<file path="src/common/sim_map.vh">
/*
 * constants of the serial interface master: frame sizes, transfer
 * modes, framing codes, clock rates and fifo shape.
 * assumes inclusion by bare name from the design file.
 */
`ifndef SIM_MAP_VH
`define SIM_MAP_VH

`define SIM_DATA_W        16
`define SIM_FIFO_DEPTH    8
`define SIM_SEL_W         16
`define SIM_DIV_W         16
`define SIM_CNT_W         16
`define SIM_MIN_BITS      5'h04
`define SIM_MAX_BITS      5'h10
`define SIM_MODE_TXRX     2'h0
`define SIM_MODE_TXONLY   2'h1
`define SIM_MODE_RXONLY   2'h2
`define SIM_FMT_ALT       2'h1
`define SIM_CLK_MHZ       100
`define SIM_MAX_SCLK_MHZ  25
`define SIM_MIN_DIV       ((`SIM_CLK_MHZ + `SIM_MAX_SCLK_MHZ - 1) / `SIM_MAX_SCLK_MHZ)
// half of the smallest legal divider, sized for the half counter
`define SIM_MIN_HALF      16'h0002
`define SIM_ZERO16        16'h0000
`define SIM_ONES16        16'hffff

`endif

</file>
<file path="src/design/sim_master.v">
/*
 * serial interface master: transmit and receive fifos, frame engine,
 * clock divider and sixteen active-low selects.
 * assumes a 100 MHz clock_i, synchronous active-low reset, and that
 * serial_data_in_i arrives asynchronously from the pin.
 */
// Summary of operation
// - spi framing unless frame format is 1 and alt framing enabled.
// - serial clock from divider value; never faster than 25 MHz.
// - frame size programmable from 4 to 16 bits.
// - each fifo word holds exactly frame-size bits.
// - transmit-receive mode: one received frame per transmitted frame.
// - transmit-only mode: send while data remains, drop input data.
// - receive-only starts on one dummy frame, receives frame count plus one frames.
// - serial output level is meaningless during receive-only.
// - select held across spi transfer; transmit transfer ends on empty fifo.
// - busy may lag; software waits for tx empty and not busy.
// - sixteen selects chosen by the slave select mask.
// - all selects active low.
// - data-port write pushes tx fifo, read pops rx fifo.
// - status shows tx empty, tx not full, rx full, rx not empty.
// - configuration accepted only while controller is disabled.
// - clock polarity and phase both configurable.
// - input sampled in the middle of each bit.
// - queued frames go out with a one-cycle gap in transmit-only, two cycles in transmit-receive.
`timescale 1ns/100ps
`include "sim_map.vh"

module sim_fifo #(
  parameter WIDTH = 16,
  parameter DEPTH = 8,
  parameter AW    = 3
) (
  input  wire             clock_i,
  input  wire             rst_n_i,
  input  wire             in_valid_i,
  output wire             in_ready_o,
  input  wire [WIDTH-1:0] in_data_i,
  output wire             out_valid_o,
  input  wire             out_ready_i,
  output wire [WIDTH-1:0] out_data_o,
  output wire [AW:0]      level_o
);
  reg [WIDTH-1:0] mem_reg [0:DEPTH-1];
  reg [AW-1:0]    wr_reg;
  reg [AW-1:0]    rd_reg;
  reg [AW:0]      level_reg;
  wire            push;
  wire            pop;

  assign in_ready_o  = (level_reg != DEPTH[AW:0]);
  assign out_valid_o = (level_reg != {(AW+1){1'b0}});
  assign push        = in_valid_i & in_ready_o;
  assign pop         = out_ready_i & out_valid_o;
  assign out_data_o  = mem_reg[rd_reg];
  assign level_o     = level_reg;

  always @(posedge clock_i) begin
    if (push) begin
      mem_reg[wr_reg] <= in_data_i;
    end
  end

  always @(posedge clock_i) begin
    if (!rst_n_i) begin
      wr_reg    <= {AW{1'b0}};
      rd_reg    <= {AW{1'b0}};
      level_reg <= {(AW+1){1'b0}};
    end else begin
      if (push) begin
        wr_reg <= wr_reg + 1'b1;
      end
      if (pop) begin
        rd_reg <= rd_reg + 1'b1;
      end
      if (push && !pop) begin
        level_reg <= level_reg + 1'b1;
      end else if (pop && !push) begin
        level_reg <= level_reg - 1'b1;
      end
    end
  end
endmodule

module sim_master (
  input  wire        clock_i,
  input  wire        rst_n_i,
  input  wire        controller_enable_i,
  input  wire [1:0]  transfer_mode_field_i,
  input  wire [3:0]  frame_width_field_i,
  input  wire [1:0]  frame_format_field_i,
  input  wire        alt_framing_enable_i,
  input  wire        clock_phase_i,
  input  wire        clock_polarity_i,
  input  wire [15:0] clock_divider_value_i,
  input  wire [15:0] receive_frame_count_i,
  input  wire [15:0] slave_select_mask_i,
  input  wire [15:0] tx_data_i,
  input  wire        tx_write_i,
  input  wire        rx_read_i,
  output wire [15:0] rx_data_o,
  output wire        tx_fifo_empty_o,
  output wire        tx_fifo_not_full_o,
  output wire        rx_fifo_full_o,
  output wire        rx_fifo_not_empty_o,
  output wire        busy_o,
  output wire        serial_clock_o,
  output wire        serial_data_out_o,
  input  wire        serial_data_in_i,
  output wire [15:0] select_n_o
);
  localparam [3:0] ST_IDLE  = 4'h1;
  localparam [3:0] ST_LOAD  = 4'h2;
  localparam [3:0] ST_SHIFT = 4'h4;
  localparam [3:0] ST_GAP   = 4'h8;
  localparam [15:0] MIN_HALF = `SIM_MIN_HALF;

  reg [3:0]  state_reg;
  reg [1:0]  mode_reg;
  reg [4:0]  bits_reg;
  reg        alt_reg;
  reg        cpol_reg;
  reg        cpha_reg;
  reg [15:0] half_reg;
  reg [15:0] count_reg;
  reg [15:0] mask_reg;
  reg [15:0] frames_left_reg;
  reg [15:0] half_cnt_reg;
  reg        first_half_reg;
  reg [4:0]  bit_cnt_reg;
  reg [15:0] tx_sh_reg;
  reg [15:0] rx_sh_reg;
  reg        rx_push_reg;
  reg [15:0] rx_word_reg;
  reg        sdi_s1_reg;
  reg        sdi_s2_reg;

  wire        tx_valid;
  wire        tx_ready;
  wire [15:0] tx_head;
  wire        rx_ready;
  wire        rx_valid;
  wire [3:0]  rx_level;
  wire [15:0] width_mask;
  wire [4:0]  req_bits;
  wire [4:0]  last_bit;
  wire        pulse_bit;
  wire        rx_on;
  wire        rx_room;
  wire        half_end;
  wire        frame_end;
  wire        more_frames;
  wire        active;
  reg         tx_pop;

  // width field holds bits minus one; below four clamps up
  assign req_bits = ({1'b0, frame_width_field_i} < (`SIM_MIN_BITS - 5'h01))
                  ? `SIM_MIN_BITS : ({1'b0, frame_width_field_i} + 5'h01);
  assign width_mask = ~(`SIM_ONES16 << bits_reg);
  assign pulse_bit  = alt_reg && (bit_cnt_reg == 5'h00);
  assign last_bit   = bits_reg - {4'h0, ~alt_reg};
  assign rx_on      = (mode_reg != `SIM_MODE_TXONLY);
  // one push may still be in flight, so leave room for it
  assign rx_room    = !rx_on || (!rx_push_reg && rx_ready);
  assign half_end   = (half_cnt_reg == half_reg - 16'h0001);
  assign frame_end  = (state_reg == ST_SHIFT) && half_end &&
                      !first_half_reg && (bit_cnt_reg == last_bit);
  assign more_frames = (mode_reg == `SIM_MODE_RXONLY) ?
                       (frames_left_reg != `SIM_ZERO16) : tx_valid;
  assign active     = (state_reg == ST_LOAD) || (state_reg == ST_SHIFT);

  always @* begin
    tx_pop = 1'b0;
    if (controller_enable_i && (mode_reg != `SIM_MODE_RXONLY)) begin
      if (state_reg == ST_LOAD && tx_valid && rx_room) begin
        tx_pop = 1'b1;
      end
    end
    if (controller_enable_i && state_reg == ST_IDLE && tx_valid &&
        mode_reg == `SIM_MODE_RXONLY) begin
      tx_pop = 1'b1; // dummy frame only starts the transfer
    end
  end

  sim_fifo #(
    .WIDTH (`SIM_DATA_W),
    .DEPTH (`SIM_FIFO_DEPTH),
    .AW    (3)
  ) u_tx_fifo (
    .clock_i     (clock_i),
    .rst_n_i     (rst_n_i),
    .in_valid_i  (tx_write_i),
    .in_ready_o  (tx_ready),
    .in_data_i   (tx_data_i & width_mask),
    .out_valid_o (tx_valid),
    .out_ready_i (tx_pop),
    .out_data_o  (tx_head),
    .level_o     ()
  );

  sim_fifo #(
    .WIDTH (`SIM_DATA_W),
    .DEPTH (`SIM_FIFO_DEPTH),
    .AW    (3)
  ) u_rx_fifo (
    .clock_i     (clock_i),
    .rst_n_i     (rst_n_i),
    .in_valid_i  (rx_push_reg),
    .in_ready_o  (rx_ready),
    .in_data_i   (rx_word_reg),
    .out_valid_o (rx_valid),
    .out_ready_i (rx_read_i),
    .out_data_o  (rx_data_o),
    .level_o     (rx_level)
  );

  assign tx_fifo_empty_o     = !tx_valid;
  assign tx_fifo_not_full_o  = tx_ready;
  assign rx_fifo_full_o      = !rx_ready;
  assign rx_fifo_not_empty_o = rx_valid;
  assign busy_o              = (state_reg != ST_IDLE);

  // phase 0 leads with idle level, phase 1 with active level
  assign serial_clock_o = (state_reg == ST_SHIFT) ?
         (cpol_reg ^ (cpha_reg ? first_half_reg : !first_half_reg)) :
         cpol_reg;
  // receive-only leaves the output as whatever the shifter holds
  assign serial_data_out_o = tx_sh_reg[15] & !pulse_bit;
  // alt framing pulses the select for one bit ahead of each frame
  assign select_n_o = ~(mask_reg & {`SIM_SEL_W{active &&
                       (!alt_reg || (pulse_bit && state_reg == ST_SHIFT))}});

  always @(posedge clock_i) begin
    if (!rst_n_i) begin
      sdi_s1_reg <= 1'b0;
      sdi_s2_reg <= 1'b0;
    end else begin
      sdi_s1_reg <= serial_data_in_i;
      sdi_s2_reg <= sdi_s1_reg;
    end
  end

  always @(posedge clock_i) begin
    if (!rst_n_i) begin
      mode_reg  <= `SIM_MODE_TXRX;
      bits_reg  <= `SIM_MIN_BITS;
      alt_reg   <= 1'b0;
      cpol_reg  <= 1'b0;
      cpha_reg  <= 1'b0;
      half_reg  <= MIN_HALF;
      count_reg <= `SIM_ZERO16;
      mask_reg  <= `SIM_ZERO16;
    end else if (!controller_enable_i) begin
      mode_reg  <= transfer_mode_field_i;
      bits_reg  <= req_bits;
      alt_reg   <= (frame_format_field_i == `SIM_FMT_ALT) &&
                   alt_framing_enable_i;
      cpol_reg  <= clock_polarity_i;
      cpha_reg  <= clock_phase_i;
      // odd divider rounds down; clamp keeps the rate legal
      half_reg  <= ((clock_divider_value_i >> 1) < MIN_HALF) ?
                   MIN_HALF : (clock_divider_value_i >> 1);
      count_reg <= receive_frame_count_i;
      mask_reg  <= slave_select_mask_i;
    end
  end

  always @(posedge clock_i) begin
    if (!rst_n_i) begin
      state_reg       <= ST_IDLE;
      frames_left_reg <= `SIM_ZERO16;
      half_cnt_reg    <= `SIM_ZERO16;
      first_half_reg  <= 1'b1;
      bit_cnt_reg     <= 5'h00;
      tx_sh_reg       <= `SIM_ZERO16;
      rx_sh_reg       <= `SIM_ZERO16;
      rx_push_reg     <= 1'b0;
      rx_word_reg     <= `SIM_ZERO16;
    end else begin
      rx_push_reg <= 1'b0;
      if (!controller_enable_i) begin
        state_reg <= ST_IDLE;
      end else begin
        case (state_reg)
          ST_IDLE: begin
            half_cnt_reg   <= `SIM_ZERO16;
            first_half_reg <= 1'b1;
            if (tx_valid) begin
              frames_left_reg <= count_reg + 16'h0001;
              state_reg       <= ST_LOAD;
            end
          end
          ST_LOAD: begin
            if (mode_reg == `SIM_MODE_RXONLY) begin
              if (rx_room) begin
                frames_left_reg <= frames_left_reg - 16'h0001;
                bit_cnt_reg     <= 5'h00;
                state_reg       <= ST_SHIFT;
              end
            end else if (tx_pop) begin
              tx_sh_reg   <= tx_head << (`SIM_MAX_BITS - bits_reg);
              bit_cnt_reg <= 5'h00;
              state_reg   <= ST_SHIFT;
            end else if (!tx_valid) begin
              state_reg <= ST_GAP;
            end
          end
          ST_SHIFT: begin
            if (half_end) begin
              half_cnt_reg <= `SIM_ZERO16;
              if (first_half_reg) begin
                first_half_reg <= 1'b0;
                if (!pulse_bit) begin
                  rx_sh_reg <= {rx_sh_reg[14:0], sdi_s2_reg};
                end
              end else begin
                first_half_reg <= 1'b1;
                if (frame_end) begin
                  rx_push_reg <= rx_on;
                  rx_word_reg <= rx_sh_reg & width_mask;
                  bit_cnt_reg <= 5'h00;
                  if (!more_frames) begin
                    state_reg <= ST_GAP;
                  end else if (mode_reg == `SIM_MODE_RXONLY) begin
                    state_reg <= ST_LOAD;
                  end else if (rx_on && rx_level >=
                               (`SIM_FIFO_DEPTH - 1)) begin
                    state_reg <= ST_LOAD; // stall: no room for reply
                  end else begin
                    state_reg <= ST_LOAD; // pop happens next cycle in transmit-only, one cycle later in transmit-receive
                  end
                end else begin
                  bit_cnt_reg <= bit_cnt_reg + 5'h01;
                  if (!pulse_bit) begin
                    tx_sh_reg <= {tx_sh_reg[14:0], 1'b0};
                  end
                end
              end
            end else begin
              half_cnt_reg <= half_cnt_reg + 16'h0001;
            end
          end
          ST_GAP: begin
            // one full clock period with every select released
            if (half_end && !first_half_reg) begin
              first_half_reg <= 1'b1;
              half_cnt_reg   <= `SIM_ZERO16;
              state_reg      <= ST_IDLE;
            end else if (half_end) begin
              first_half_reg <= 1'b0;
              half_cnt_reg   <= `SIM_ZERO16;
            end else begin
              half_cnt_reg <= half_cnt_reg + 16'h0001;
            end
          end
          default: begin
            state_reg <= ST_IDLE;
          end
        endcase
      end
    end
  end
endmodule

</file>
<file path="config.mk">
export PLATFORM = sky130hd
export DESIGN_NAME = sim_master
export DESIGN_NICKNAME = d
export VERILOG_FILES = /design/src/design/sim_master.v
export VERILOG_INCLUDE_DIRS = /design/src /design/src/common
export SDC_FILE = /design/constraint.sdc
export NUM_CORES = 1
export LEC_CHECK = 0
export BUFFER_PORTS_ARGS = -buffer_cell sky130_fd_sc_hd__buf_2
export CAP_MARGIN = 25
export CORE_ASPECT_RATIO = 1.1
export CORE_MARGIN = 1.5
export CORE_UTILIZATION = 55
export DETAILED_ROUTE_END_ITERATION = 12
export MAX_ROUTING_LAYER = met4
export PLACE_DENSITY = 0.78
export REMOVE_ABC_BUFFERS = 1
export SYNTH_ARGS = -nofsm -noshare
export SYNTH_HDL_FRONTEND = slang
export SYNTH_SLANG_ARGS = --single-unit
</file>
<file path="constraint.sdc">
create_clock -name clock_i -period 7.7 [get_ports clock_i]
set_input_delay 0.385 -clock clock_i [delete_from_list [all_inputs] [get_ports clock_i]]
set_output_delay 0.385 -clock clock_i [all_outputs]
set_load 0.005 [all_outputs]
</file>
==> impl.org, run 1 <==
** Outcome
- Run status :: finished clean

** Worst hold path
- Worst min path class :: in2reg

** Yosys
- After synthesis, the netlist uses 79 different library cells.
- Synthesis inferred 432 register bits.
- Part of the Yosys area used for sequential elements :: 58.1%
- Number of warnings printed during yosys synthesis :: 0
- Average footprint of a synthesized cell :: 12.3 µm²
- After synthesis the cells add up to 19300 µm².
- Number of enable flip-flop cells after synthesis :: 256
- The most used flip-flop cell after synthesis is edfxtp_1.
- Share of flip-flops with an asynchronous set or reset after synthesis :: 0%
- After technology mapping, the gate count stands at 1570.

** Floorplan
- Initial cell density of the core :: 56.1%
- Core Rows :: 71
- In this run the count of I/O pins placed on the die edge is 120.
- Die H :: 199 µm
- Die Area :: 36200 µm²
- The total area inside the core boundary comes to 34400 µm².
- Horiz. Die Dim :: 182 µm

** Setup path
- Crit path required time :: 8090 ps
- Counting both buffers and inverters, the worst setup path holds a total of 1.
- Worst path max stage delay :: 890 ps
- CP delay by family, top :: compound AO/OA/AOI/OAI gates
- Category of the worst setup path capture point :: flop
- The worst setup path is of the reg2reg kind.
- Worst-path cell chain :: clkinv_1, ha_1, ha_1, xnor2_1, or4_4, a2111oi_4, a221o_1, nor2b_1, nor3_1
- In this design, the critical path's most frequently occurring cell is ha_1.
- Data arrival, critical path :: 5160 ps
- The worst setup path is launched from a flop.
- The largest individual stage delay along the critical path comes from the cell a221o_1.
- Critical-path maximum fanout :: 32

** STA
- Setup violations remaining at the end of the flow were counted as 0.
- At the pin with the least slew margin, the transition time is 1040 ps.
- RSZ-0062 raised after global routing :: false
- Worst rel slew slack :: 30.6%
- Setup TNS :: 0 ps
- The final hold violation count was 0.
- Timing would allow up to 210 MHz.
- Post-route worst hold slack :: 73.4 ps
- On the final layout, the worst clock skew is 12.0 ps.
- Dividing the final minimum period by the clock period gives 62.0%.
- The final number of max-transition violations came to 0.
- Crit path time final :: 4770 ps

** Placement
- Input and output buffers added on the ports amount to 118.
- The congestion estimate from routability-driven global placement came to 0.863.
- Half-perimeter wire length after detailed placement :: 25.6 mm

** Global route
- Grt ovf :: 0
- For this run, the total global-route usage over all layers was measured as 23.2%.
- The number of antenna violations at the first check in global routing came to 1.
- Via count of the first global-routing pass :: 12.3k
- Entering global routing, the biggest net connects 71 pins.
- First-pass GRT wire length :: 64.2 mm

** Finish
- Fraction of final layout cells sized beyond drive strength 1 :: 19.2%
- Layout area overhead :: 12.3%
- Count of fill cells added during filler insertion :: 2542
- Post-layout nets :: 1768

** CTS
- After clock tree synthesis, the setup repair step added 0 buffers.
- Post-cts resize count :: 0
- Clock Tree Root :: clkbuf_16
- TritonCTS built the clock tree.
- Buffers inserted to repair hold after CTS numbered 0.
- The H-tree was split into 2 levels.
- CTS saw 432 sinks.
- Clock latency on the worst-skew pair :: 540 ps
- Clock-pin slew was measured on the worst setup and hold paths at 60 ps.
- Maximum number of buffers from clock root to sink :: 3
- Clock buffers created by TritonCTS :: 43

** Routing
- Via/cell ratio :: 5.96
- Average wire per cell in the routed design :: 18.9 µm
- Starting DRC count in detailed routing :: 1196
- Total iterations of the first detailed-routing run :: 6
- DRC violations left :: 0
- Summed over all layers, the routed wires come to 40.3 mm.
- Remaining antenna violation count :: 0
- Summing over every cut layer, the via total after detailed routing is 12.7k.

** Power
- Peak supply drop :: 0.000193 V
- Power Dens Cells :: 265 nW/µm²
- Cell leakage power :: 7.57 nW

** Flow run
- Across the run, the number of max-cap violations was 0.
## layout make-up
| cell class | instances | area (µm²) | area share, % |
|---|---|---|---|
| Inverter | 34 | 129 | 0.595 |
| Clock buffer | 63 | 1210 | 5.59 |
| Multi-Input combinational cell | 1015 | 7710 | 35.6 |
| Sequential cell | 432 | 11200 | 51.8 |
| Tap cell | 438 | 548 | 2.53 |
| Timing Repair Buffer | 136 | 758 | 3.50 |
| Antenna cell | 1 | 2.50 | 0.0115 |
| Clock inverter | 14 | 96.3 | 0.445 |
## synth_stat cells (6+ instances only)
library cell,count,share of area [%]
a211oi_1,8,0.31
a21oi_1,66,1.7
a221oi_1,7,0.32
a31oi_1,7,0.23
and2_1,10,0.32
and3_1,10,0.32
buf_1,12,0.23
buf_2,11,0.29
clkbuf_1,64,1.2
dfxtp_1,176,18
edfxtp_1,256,40
ha_1,23,1.5
inv_1,32,0.62
mux2_2,29,1.7
mux2i_1,87,4.5
mux4_2,64,7.5
nand2_1,111,2.2
nand2b_1,12,0.39
nand3_1,38,0.99
nand4_1,18,0.58
nor2_1,161,3.1
nor2b_1,50,1.6
nor3_1,31,0.80
nor3b_1,6,0.23
nor4_1,14,0.45
nor4b_1,6,0.27
o21a_1,7,0.27
o21ai_0,58,1.5
o22ai_1,16,0.52
o31ai_1,8,0.31
or3_1,7,0.23
or3b_1,9,0.41
xnor2_1,42,1.9
xor2_1,27,1.2
## per-layer routing
layer  routed length (µm)  up-vias  global-route usage (%)
li1                     -     6015                       -
met1                16700     6145                    29.0
met2                20300      463                    38.9
met3                 2290       87                    3.03
met4                 1080        0                    8.58
met5                    0        -                       -
## power by group
part / leakage (nW) / switching, mW / internal (mW)
logic: 2.98 / 0.617 / 0.499
registers: 3.95 / 0.107 / 2.56
clock network: 0.642 / 0.836 / 1.12
total: 7.57 / 1.56 / 4.18
## logic make-up (layout without fill, tap and decap cells)
family | Yosys count | after routing | share of synthesized area, %
AOI/OAI and AO/OA | 224 | 224 | 7.36
other | 0 | 1 | 0
and+or+nand+nor | 516 | 516 | 13.4
DFF | 432 | 432 | 58.1
muxes | 180 | 180 | 13.7
xor gates and xnor gates | 69 | 69 | 3.13
adders and majority gates | 26 | 26 | 1.75
buffers and inverters | 123 | 247 | 2.54
## layout by cell type, fill, tap and decap left out, types with 9 or more instances in the layout
cell type / n
mux2i_1: 87
nand2_1: 111
clkbuf_1: 14
nand2b_1: 12
mux2_2: 29
and2_1: 10
dfxtp_1: 172
o22ai_1: 16
xnor2_1: 42
nor2b_1: 50
nor3_1: 26
nor4_1: 13
mux4_2: 64
buf_4: 13
a21oi_1: 66
o21ai_0: 58
nand4_1: 18
edfxtp_1: 256
and3_1: 10
buf_2: 117
or3b_1: 9
nand3_1: 38
xor2_1: 27
clkbuf_16: 44
inv_1: 32
nor2_1: 155
ha_1: 23
## tightest hold or removal path, cell delays in order
cell     delay [ps]
buf_2            70
mux2i_1          50
nor2_1           70
## metrics by stage
step | power [mW] | util [%] | cells | worst slack, ps | instance area, µm²
floorplan | 3.47 | - | 1481 | 3520 | 18900
global placement | 3.78 | 59.0 | 2049 | 3180 | 20300
detailed placement | 3.82 | 59.0 | 2050 | 3090 | 20300
CTS | 5.76 | 62.8 | 2127 | 3050 | 21600
global route | 6.00 | 63.0 | 2133 | 2630 | 21700
finish | 5.74 | 63.0 | 2133 | 2930 | 21700
## worst paths after layout
path / endpoint / depth (start not counted) / slack, ps / from
worst max-delay path: tx_sh_reg[7] / 9 / 2930 / bits_reg[0]
worst min-delay path: count_reg[11] / 3 / 70 / receive_frame_count_i[11]
worst max register to register: tx_sh_reg[7] / 9 / 2930 / bits_reg[0]
worst min register to register: sdi_s2_reg / 1 / 450 / sdi_s1_reg
(Power assumes the default switching activity.)
==> run 2: changes to the inputs <==
clock period = 4.7 ns   (was 7.7 ns; I/O delays follow)
==> run 2 against run 1 <==
Against the previous run:
- register-to-register slack got worse by 2000 ps
- worst setup slack got worse by 2000 ps
- fmax is 27% higher
- die area did not move
- non-clock buffer count is 62 higher
- utilization up 2.2 points
- global-route usage up 1.5 points
- critical endpoint is now rx_word_reg[7]
- largest power group unchanged
==> impl.org, run 2 (synthesis results as in run 1) <==
** Routing
- DRC violations left :: 0 (unchanged)
- Starting DRC count in detailed routing :: 1130 (-5.5%)
- Vias :: 13.0k (+2.0%)
- Total routed wirelength :: 42.7 mm (+5.8%)
- The number of vias per cell is 5.90 (-0.95%).
- Remaining antenna violation count :: 0 (unchanged)
- Total iterations of the first detailed-routing run :: 6 (unchanged)
- The routed wire length per instance is 19.4 µm (+2.8%).

** Finish
- The number of filler instances in the final layout came to 2493 (-1.9%).
- From synthesis to final layout, the design area changed by 16.3%.
- The final-stage net count is 1829 (+3.5%).
- The library cell used most frequently in the layout, excluding fill and tap cells, is edfxtp_1.
- Final Cell Area :: 22400 µm² (+3.5%)
- Fraction of final layout cells sized beyond drive strength 1 :: 19.2% (about the same)
- Highest-count cells in the layout ignoring fill and taps :: 256 x edfxtp_1, 173 x dfxtp_1, 155 x nor2_1, 117 x buf_2, 111 x nand2_1
- The sequential cell area was 11200 µm² (about the same).
- The area of the multi-input gates was 7710 µm² (unchanged).

** CTS
- Clock latency on the worst-skew pair :: 560 ps (+20 ps)
- The post-CTS setup repair buffer count is 0 (unchanged).
- The count of hold buffers inserted by post-cts repair was 56 (+56).
- Clk sink count :: 432 (unchanged)
- The H-tree level count came to 2 (unchanged).
- The clock-pin slew on the worst setup and hold paths was 60 ps (about the same).
- The post-cts resize count is 0 (unchanged).
- The maximum root-to-sink buffer count came to 3 (unchanged).
- TritonCTS built the clock tree.
- Clock buffers created by TritonCTS :: 42 (-2.3%)
- Clock Tree Root :: clkbuf_16

** Power
- Proportion of power drawn by the clock network :: 35.5% (+1.4 points)
- Power Dens Cells :: 432 nW/µm² (+63%)
- The net switching power of the design is 2.66 mW (+70%).
- Comb pwr share :: 19.1% (-0.3 points)
- Share of total power consumed by net switching :: 27.4% (+0.22 points)
- P_int :: 7.03 mW (+68%)
- Cell leakage power :: 7.90 nW (+4.4%)
- The worst supply voltage drop on vdd is 0.000276 V (+43%).
- Register share of total power :: 45.4% (-1.0 points)

** Placement
- Post-placement cell area :: 20400 µm² (+0.30%)
- The routability-driven placement congestion ratio was 0.912 (+5.6%).
- The placed wire-length estimate after detailed placement is 27.0 mm (+5.3%).
- The number of buffer cells added on primary ports came to 118 (unchanged).

** Setup path
- In this run the worst setup path begins at alt_reg.
- CP Launch Type :: flop
- The critical path is of the reg2reg type.
- RR Startpoint :: alt_reg
- Data arrival, critical path :: 4210 ps (-950 ps)
- Crit path required time :: 5160 ps (-2930 ps)
- Category of the worst setup path capture point :: flop
- Critical-path maximum fanout :: 22 (-31%)

** Global route
- The first-pass GRT wire length came to 67.8 mm (+5.6%).
- The via count of the first global-routing pass came to 12.9k (+5.0%).
- The overall overflow remaining after global route was 0 (unchanged).
- Maximum number of pins on one net before global-route repair :: 67 (-5.6%)
- Overall routing resource usage :: 24.6% (+1.5 points)
- Antenna violations before repair :: 1 (unchanged)

** Floorplan
- Core area :: 34400 µm² (unchanged)
- The initial core utilization is 56.1% (unchanged).
- Die Area :: 36200 µm² (unchanged)
- The die width was 182 µm (unchanged).
- The number of rows in the core area came to 71 (unchanged).
- The I/O pin total was 120 (unchanged).
- Die H :: 199 µm (unchanged)

** STA
- The final setup TNS came to 0 ps (unchanged).
- Setup clock skew after layout :: 16.9 ps (+4.97 ps)
- Final hold violation count :: 0 (unchanged)
- The count of endpoints failing setup in the final report came to 0 (unchanged).
- Maximum achievable frequency :: 267 MHz (+27%)
- The minimum clock period was 3750 ps (-1020 ps).
- The final number of max-transition violations is 0 (unchanged).
- Setup repair after global routing left no endpoint under its margin.
- Worst rel slew slack :: 32.1% (+1.5 points)
- The final worst-path cycle share is 79.8% (+18 points).
- The transition time at the pin with the least slew margin was 1020 ps (-22.1 ps).

** Outcome
- The flow ran to the end, and the final reports show no timing, DRC or antenna violations.

** Worst hold path
- Worst min path class :: in2reg
- Hold wc startpoint :: frame_width_field_i[2]

** Flow run
- The number of max-cap violations came to 0 (unchanged).
==> run 2: worst max-delay path, stage by stage (launching register included) <==
cell       delay, ps
dfxtp_1          370
inv_1            100
ha_1             200
ha_1             280
xnor2_1          130
or4_4            500
a2111oi_4        520
nand4_1          770
or3b_1           600
a21oi_1          180
==> run 2: path summary, 6_finish.rpt <==
kind                    endpoint  depth (start not counted)  slack (ps)
setup / recovery  rx_word_reg[7]                          9         950
hold / removal       bits_reg[1]                          3         110
setup reg to reg  rx_word_reg[7]                          9         950
hold reg to reg       sdi_s2_reg                          1         430
==> run 2: routing by layer <==
| layer | part of all wire [%] | track usage, % |
|---|---|---|
| met4 | 2.8 | 8.52 |
| met1 | 40 | 29.2 |
| met2 | 52 | 43.3 |
| met3 | 5.1 | 3.39 |
| met5 | 0 | - |
==> run 2: layout make-up <==
type                            count  share of cell area [%]
Multi-Input combinational cell   1015                    34.4
Clock inverter                     25                    1.30
Sequential cell                   432                    50.0
Clock buffer                       53                    5.05
Inverter                           34                   0.575
Timing Repair Buffer              198                    6.26
Tap cell                          438                    2.44
Antenna cell                        1                  0.0112
==> run 2: power groups by stage <==
stage / sequential [mW] / combinational, mW / clock [mW]
floorplan: 4.44 / 1.24 / 0
global placement: 4.47 / 1.72 / 0
detailed placement: 4.49 / 1.78 / 0
CTS: 4.41 / 1.84 / 3.48
global route: 4.43 / 2.05 / 3.64
finish: 4.40 / 1.85 / 3.44
==> run 2: stage by stage <==
step | instances | power [mW] | hold slack, ps | util (%) | worst slack [ps]
2_1_floorplan | 1481 | 5.68 | 297 | - | 522
3_3_place_gp | 2054 | 6.19 | 417 | 59.1 | 1060
3_5_place_dp | 2056 | 6.27 | 427 | 59.2 | 965
4_1_cts | 2190 | 9.74 | 89.0 | 65.0 | 943
5_1_grt | 2196 | 10.1 | 113 | 65.2 | 546
6_report | 2196 | 9.69 | 108 | 65.2 | 949
